--- config.mk ---
export PLATFORM = sky130hd
export DESIGN_NAME = xdl_exec
export DESIGN_NICKNAME = d
export VERILOG_FILES = /design/src/logic/xdl_pkg.sv /design/src/logic/xdl_decode.sv /design/src/logic/xdl_exec.sv
export VERILOG_INCLUDE_DIRS = /design/src /design/src/logic
export SDC_FILE = /design/constraint.sdc
export NUM_CORES = 1
export LEC_CHECK = 0
export ABC_CLOCK_PERIOD_IN_PS = 2360
export BUFFER_PORTS_ARGS = -buffer_cell sky130_fd_sc_hd__buf_2
export CORE_ASPECT_RATIO = 1.75
export CORE_MARGIN = 2
export CORE_UTILIZATION = 40
export CTS_BUF_LIST = sky130_fd_sc_hd__clkbuf_4 sky130_fd_sc_hd__clkbuf_8
export CTS_CLUSTER_SIZE = 28
export DETAILED_ROUTE_END_ITERATION = 12
export PLACE_DENSITY = 0.65
export SLEW_MARGIN = 15
export SYNTH_ARGS = -nofsm -noshare
export SYNTH_HDL_FRONTEND = slang
export SYNTH_SLANG_ARGS = --single-unit
--- constraint.sdc ---
create_clock -name ref_clk -period 2.36 [get_ports ref_clk]
set_input_delay 0.236 -clock ref_clk [delete_from_list [all_inputs] [get_ports ref_clk]]
set_output_delay 0.236 -clock ref_clk [all_outputs]
set_load 0.02 [all_outputs]
--- src/logic/xdl_consts.svh ---
// constants for the xor and direction-load executor
// assumes 14-bit instruction words and 8-bit data
`ifndef XDL_CONSTS_SVH
`define XDL_CONSTS_SVH
// ==========================================
// encodings
`define XDL_DIR_LOAD_HI 11'h00C
`define XDL_XOR_LIT_HI 6'h3A
`define XDL_XOR_FILE_HI 6'h06
`define XDL_DIR_SEL_MIN 3'h5
`define XDL_DIR_SEL_MAX 3'h7
`define XDL_DIR_RESET 8'hFF
`define XDL_W_RESET 8'h00
`endif

--- src/logic/xdl_pkg.sv ---
// types for the xor and direction-load executor
// assumes xdl_consts.svh is on the include path
`default_nettype none
package xdl_pkg;
	typedef logic [13:0] xdl_word_t;
	typedef logic [7:0] xdl_byte_t;
	typedef enum logic [1:0] {
		XDL_OP_NONE = 2'b00,
		XDL_OP_DIR = 2'b01,
		XDL_OP_XLIT = 2'b10,
		XDL_OP_XFILE = 2'b11
	} xdl_op_e;
	// file register port request
	typedef struct packed {
		logic we;
		logic [6:0] addr;
		logic [7:0] data;
	} xdl_file_wr_s;
endpackage : xdl_pkg
`default_nettype wire

--- src/logic/xdl_decode.sv ---
// decoder for the three instruction forms
// assumes a valid fetched word from the same clock domain
`include "xdl_consts.svh"
`default_nettype none
module xdl_decode (
	input wire xdl_pkg::xdl_word_t insn,
	output xdl_pkg::xdl_op_e op
);
	import xdl_pkg::*;
	wire is_dir;
	wire is_xlit;
	wire is_xfile;
	// ==========================================
	// opcode match
	assign is_dir = (insn[13:3] == `XDL_DIR_LOAD_HI) &&
		(insn[2:0] >= `XDL_DIR_SEL_MIN) && (insn[2:0] <= `XDL_DIR_SEL_MAX);
	assign is_xlit = (insn[13:8] == `XDL_XOR_LIT_HI);
	assign is_xfile = (insn[13:8] == `XDL_XOR_FILE_HI);
	assign op = is_dir ? XDL_OP_DIR : is_xlit ? XDL_OP_XLIT :
		is_xfile ? XDL_OP_XFILE : XDL_OP_NONE;
endmodule : xdl_decode
`default_nettype wire

--- src/logic/xdl_exec.sv ---
// executor for direction-load, xor literal and xor file instructions
// assumes a file array with combinational read and a one-cycle write port
`include "xdl_consts.svh"
`default_nettype none
module xdl_exec #(
	parameter int DIR_ADDR_BASE = 133
) (
	input wire logic ref_clk,
	input wire logic reset,
	input wire logic insn_valid,
	input wire xdl_pkg::xdl_word_t insn,
	input wire xdl_pkg::xdl_byte_t file_rd_data,
	input wire logic [7:0] dir_wr_addr,
	input wire logic dir_wr_en,
	input wire xdl_pkg::xdl_byte_t dir_wr_data,
	output logic [6:0] file_rd_addr,
	output xdl_pkg::xdl_file_wr_s file_wr,
	output xdl_pkg::xdl_byte_t w_out,
	output logic zero_flag,
	output logic zero_we,
	output logic [23:0] dir_regs
);
	import xdl_pkg::*;
	xdl_op_e op;
	xdl_byte_t w_q, w_d;
	xdl_byte_t dir_q [3];
	xdl_byte_t dir_d [3];
	xdl_byte_t xor_res;
	xdl_file_wr_s fw_q, fw_d;
	logic z_q, z_d, zwe_q, zwe_d;
	wire dest_file;
	wire [1:0] dir_idx;
	wire [1:0] bus_idx;
	wire bus_hit;

	function automatic logic is_zero(input xdl_byte_t v);
		is_zero = (v == 8'h00);
	endfunction : is_zero

	// ==========================================
	// decode
	xdl_decode u_dec (
		.insn(insn),
		.op(op)
	);

	assign dest_file = insn[7];
	assign file_rd_addr = insn[6:0];
	assign xor_res = w_q ^ ((op == XDL_OP_XLIT) ? insn[7:0] : file_rd_data);
	assign dir_idx = 2'(insn[2:0] - `XDL_DIR_SEL_MIN);
	assign bus_idx = 2'(dir_wr_addr - 8'(DIR_ADDR_BASE));
	assign bus_hit = dir_wr_en && (dir_wr_addr >= 8'(DIR_ADDR_BASE)) &&
		(dir_wr_addr < 8'(DIR_ADDR_BASE + 3));

	// ==========================================
	// next state
	always_comb begin
		w_d = w_q;
		z_d = z_q;
		zwe_d = 1'b0;
		fw_d = '0;
		for (int i = 0; i < 3; i++) begin
			dir_d[i] = dir_q[i];
		end
		if (bus_hit) begin
			dir_d[bus_idx] = dir_wr_data;
		end
		if (insn_valid) begin
			unique case (op)
				XDL_OP_DIR: dir_d[dir_idx] = w_q;
				XDL_OP_XLIT: begin
					w_d = xor_res;
					z_d = is_zero(xor_res);
					zwe_d = 1'b1;
				end
				XDL_OP_XFILE: begin
					z_d = is_zero(xor_res);
					zwe_d = 1'b1;
					if (dest_file) begin
						fw_d = '{we: 1'b1, addr: insn[6:0], data: xor_res};
					end else begin
						w_d = xor_res;
					end
				end
				XDL_OP_NONE: ;
			endcase
		end
	end

	// ==========================================
	// registers
	always_ff @(posedge ref_clk) begin
		if (reset) begin
			w_q <= `XDL_W_RESET;
			z_q <= 1'b0;
			zwe_q <= 1'b0;
			fw_q <= '0;
			for (int i = 0; i < 3; i++) begin
				dir_q[i] <= `XDL_DIR_RESET;
			end
		end else begin
			w_q <= w_d;
			z_q <= z_d;
			zwe_q <= zwe_d;
			fw_q <= fw_d;
			for (int i = 0; i < 3; i++) begin
				dir_q[i] <= dir_d[i];
			end
		end
	end

	assign w_out = w_q;
	assign zero_flag = z_q;
	assign zero_we = zwe_q;
	assign file_wr = fw_q;
	assign dir_regs = {dir_q[2], dir_q[1], dir_q[0]};
endmodule : xdl_exec
`default_nettype wire

# Yosys cells after proc, flatten, opt, wreduce, memory -nomap -nowiden
# Memory sizes are Yosys's and may differ from the RTL's.
# Cells that the tools add are included.
dict set report totals {
  register_bits 26
  latch_bits 0
  ramBits 24
  mem_bits_ro 0
  inputBits 42
  elab_cells 70
  mem_count 1
}
# name words word_bits rd rd_ports_with_merged_regs wr line
set memory_table {}
lappend memory_table {dir_q 3 8 3 0 3 xdl_exec.sv:26} ;# xdl_byte_t dir_q [3];
dict set report op_classes {
  add_sub_neg 2
  mul 0
  n_div 0
  order_cmp 8
  eq_ne 7
  shift 0
  mux 23
  bitwise_logic 9
  n_reduce_logical 14
}
# op n
set op_table {}
lappend op_table {{24-bit two-way mux} 3}
lappend op_table {{8-bit two-way mux} 7}
lappend op_table {{24-bit bitwise mux} 2}
lappend op_table {{8-bit demux with 2-bit select} 2}
lappend op_table {{16-bit two-way mux} 1}
lappend op_table {{8-bit one-hot mux with 2 select lines} 1}
lappend op_table {{11-bit by 4-bit equality test with 1-bit output, second input constant} 1}
lappend op_table {{3-bit >= comparator, second input constant} 3}
lappend op_table {{8-bit >= comparator, second input constant} 1}
lappend op_table {{8-bit logical NOT} 1}
lappend op_table {{8-bit less-than comparator, second input constant} 1}
lappend op_table {{8-bit XOR} 1}
lappend op_table {{6-bit by 3-bit equality test with 1-bit output, second input constant} 1}
lappend op_table {{6-bit equality test, second input constant} 1}
lappend op_table {{1-bit logical AND} 6}
lappend op_table {{3-bit by 1-bit less-than comparator with 1-bit output, second input constant} 2}
lappend op_table {{2-bit two-way mux} 3}
lappend op_table {{2-bit NOT with 3-bit output} 2}
lappend op_table {{2-bit equality test, second input constant} 2}
lappend op_table {{1-bit two-way mux} 4}
lappend op_table {{2-bit OR reduction} 2}
lappend op_table {{4-bit OR reduction} 1}
lappend op_table {{2-bit by 1-bit subtractor with 2-bit output, second input constant} 2}
lappend op_table {{3-bit <= comparator, second input constant} 1}
lappend op_table {{8 further kinds} 12}

# Longest topological paths before layout
dict set report depth {
  word_depth 12
  depth_mapped 7
  ltp_nobuf 5
}

# Cells and area by module
# A second synthesis with hierarchy kept.
dict set report unflattened {
  cells_unflattened 218
  hier_area_um2 2203.4
}
# module instances cells_per_inst area_per_inst_um2
set modules_own_cells {}
lappend modules_own_cells {xdl_exec 1 208 2134.5}
lappend modules_own_cells {xdl_decode 1 10 68.8}

# Worst setup path before layout
# Ideal clock, no wire load.
dict set report synth_path {
  path_type {reg2reg}
  start {reg w_q[2] (netlist: w_out[2])}
  end {reg z_q (netlist: zero_flag)}
  setup_ns 0.096
  t_arrival_ns 1.629
  required_ns 2.264
  slack_ns 0.635
  stages_incl_launch_ff 6
  path_buffers 0
  period_less_slack_ns 1.725
  cell_sequence {dfxtp_1 -> nor2b_1 -> o211ai_1 -> nand2_1 -> or4_1 -> o41ai_2}
}
dict set report synth_via {
  elab_chain_len 2
}
# element line
set synth_lines {}
lappend synth_lines {{from (decl)} xdl_exec.sv:25} ;# xdl_byte_t w_q, w_d;
lappend synth_lines {{from (signal assigned)} xdl_exec.sv:94} ;# w_q <= `XDL_W_RESET;
lappend synth_lines {{from (signal assigned)} xdl_exec.sv:102} ;# w_q <= w_d;
lappend synth_lines {{8-bit XOR} xdl_exec.sv:49} ;# assign xor_res = w_q ^ ((op == XDL_OP_XLIT) ? insn[7:0] : file_rd_data);
lappend synth_lines {{8-bit logical NOT} xdl_exec.sv:37} ;# is_zero = (v == 8'h00);
lappend synth_lines {{to (signal assigned)} xdl_exec.sv:103} ;# z_q <= z_d;
lappend synth_lines {{to (decl)} xdl_exec.sv:30} ;# logic z_q, z_d, zwe_q, zwe_d;
# No other way between the ends.
# A chain may end at the register's enable or synchronous reset.

# Final worst setup path
# Ends and elaborated chain as after synthesis.

==> results_dict.tcl <==
set metrics [dict create \
    cts_buffer_depth 2 \
    initial_core_util_pct 41.0 \
    final_hold_viol_count 0 \
    vias 2325 \
    port_buffers 98 \
    yosysSeqAreaShare_pct 37.9 \
    crit_type "register to register" \
    synthesis.area_um2 2640 \
    final_cell_mix "98 x buf_2, 50 x dfxtp_1, 32 x mux2i_1" \
    final_common_cell "buf_2" \
    nets 403 \
    crit_fanout 10 \
    synth_seq_cells 50 \
    die_h_um 112 \
    crit_path_start_kind "register" \
    synth-main-ff-cell "dfxtp_1" \
    fin_skew_ns 0.00420 \
    drc_errors 0 \
    ys_types 37 \
    cts_buffers 5 \
    dp.cells 436 \
    fin_tns_setup_ns 0 \
    drtIter0Drc 100 \
    drive_gt1_share_pct 39.2 \
    cts_resized 0 \
    clock-sinks 50 \
    vias_per_cell 5.24 \
    dieArea_um2 7300 \
    dp_hpwl_mm 5.21 \
    cap_violations 0 \
    cts_root_buf "clkbuf_8" \
    synthCells 268 \
    slew_headroom_pct 48.2 \
    finalNonFillerCells 444 \
    fin_util_pct 51.0 \
    cts_tree "done" \
    fin_crit_sh_pct 77.5 \
    power.leakage_nw 1.34 \
    worstPathArrival_ns 2.05 \
    status "complete, no violations" \
    rows 39 \
    period_needed_ns 1.83 \
    max_stage_delay_ns 0.56 \
    coreArea_um2 6440 \
    die_width_um 65.5 \
    powerDensity_nw_per_um2 483 \
    htreeDepth 2 \
    final-setup-viol-count 0 \
    syn_to_final_growth_pct 24.2 \
    peakVddDrop_v 0.000335 \
    synthArstFlopShare_pct 0 \
    wire_per_inst_um 15.4 \
    wirelength_mm 6.86 \
    insertion_delay_ns 0.30 \
    ant_nets 0 \
    cpMaxStageDelayCell "or4_1" \
    tightestPinTransition_ns 0.774 \
    rsz0062_at_grt "no" \
    critPathCaptureType "register" \
    grt_pass1_vias 2146 \
    antenna_cells 0 \
    drv_slew 0 \
    pin_count 99 \
    cts_hold_buf 0 \
    cp_cell_sequence "nor2b_1, o211ai_1, nand2_1, or4_1, o41ai_2" \
    post-place-ws_ns 0.336 \
    grt_max_degree 37 \
    postCtsSetupBuffers 0 \
    max_freq_ghz 0.547 \
    synth_fp_nets 310 \
    finalPower_mw 1.59 \
    track_usage_pct 19.0 \
    place_congestion 0.853 \
    hp-class "input port to register" \
    yosysWarnings 0 \
    syn_avg_cell_area_um2 9.86 \
    required_ns 2.58 \
    clk_pin_slew_ns 0.09 \
    synth_edf_count 0 \
    overflow 0 \
    fin_ws_ns 0.532 \
    grt_pass1_wl_mm 10.6 \
    antenna_found_initial 0 \
    first_pass_iters 4 \
]
-- Yosys cell counts (2+ instances only) --
| master | count | area (um^2) |
|---|---|---|
| nor2_1 | 6 | 22.5 |
| o21ai_0 | 9 | 45.0 |
| mux2_2 | 24 | 270 |
| a21oi_1 | 12 | 60.1 |
| nand2_1 | 4 | 15.0 |
| or3_1 | 8 | 50.1 |
| nor3b_1 | 4 | 30.0 |
| o22ai_1 | 8 | 50.1 |
| nand4_1 | 3 | 18.8 |
| and2_1 | 8 | 50.1 |
| o211ai_1 | 4 | 30.0 |
| buf_2 | 3 | 15.0 |
| buf_4 | 7 | 52.6 |
| dfxtp_1 | 50 | 1000 |
| nand4b_1 | 11 | 96.3 |
| mux2i_1 | 32 | 320 |
| clkbuf_1 | 4 | 15.0 |
| nand2b_1 | 24 | 150 |
| and3_1 | 4 | 25.0 |
| buf_6 | 2 | 22.5 |
| and4_1 | 2 | 17.5 |
| nor2b_1 | 24 | 150 |
-- metrics by stage --
stage | hold WS, ns | instance area, um^2
after detailed placement | 0.499 | 3180
after global routing | 0.213 | 3280
after floorplan | 0.358 | 2640
after CTS | 0.206 | 3280
after global placement | 0.503 | 3180
final | 0.217 | 3280
-- registers in the layout, summed over array words and instances (netlist names) --
name       count
w_out          8
zero_flag      1
zero_we        1
dir_q         24
file_wr       16
-- final timing paths --
kind | startpoint | to | slack, ns | cells past startpoint
setup / recovery | w_out[2] | zero_flag | 0.53 | 5
hold / removal | insn[5] | file_wr[13] | 0.22 | 2
setup reg to reg | w_out[2] | zero_flag | 0.53 | 5
hold reg to reg | zero_flag | zero_flag | 0.52 | 2
-- power breakdown --
group	total [mW]	internal [mW]	switching, mW
clock network	0.595	0.312	0.283
logic	0.144	0.0611	0.0825
registers	0.847	0.845	0.00255
total	1.59	1.22	0.368
-- critical path, delay by kind of cell (launching register included) --
family	cells	cell delay [ns]
simple gates	3	0.75
flops	1	0.52
compound gates	2	0.47
-- logic make-up (layout without fill, tap and decap cells) --
logic type	after synthesis	count (layout)	share of synthesized area (%)
compound gates	35	35	7.95
mux	56	56	22.3
buf+inv	18	112	4.26
simple gates	109	109	27.6
flops	50	50	37.9
-- per-layer routing --
layer | GRT usage (%) | up-vias | wire, um
met4 | 8.06 | 0 | 129
li1 | - | 1148 | -
met1 | 20.8 | 1094 | 2580
met5 | 0 | - | 0
met3 | 2.42 | 11 | 316
met2 | 35.2 | 72 | 3830
-- area by class of cell --
class / instances / area (um^2)
fill: 660 / 3160
multi-input combinational: 200 / 1540
sequential: 50 / 1000
timing repair buffer: 103 / 528
tap: 82 / 103
clock buffer: 5 / 68.8
clock inverter: 3 / 40.0
inverter: 1 / 3.75
Power figures use the tool's default switching activity.
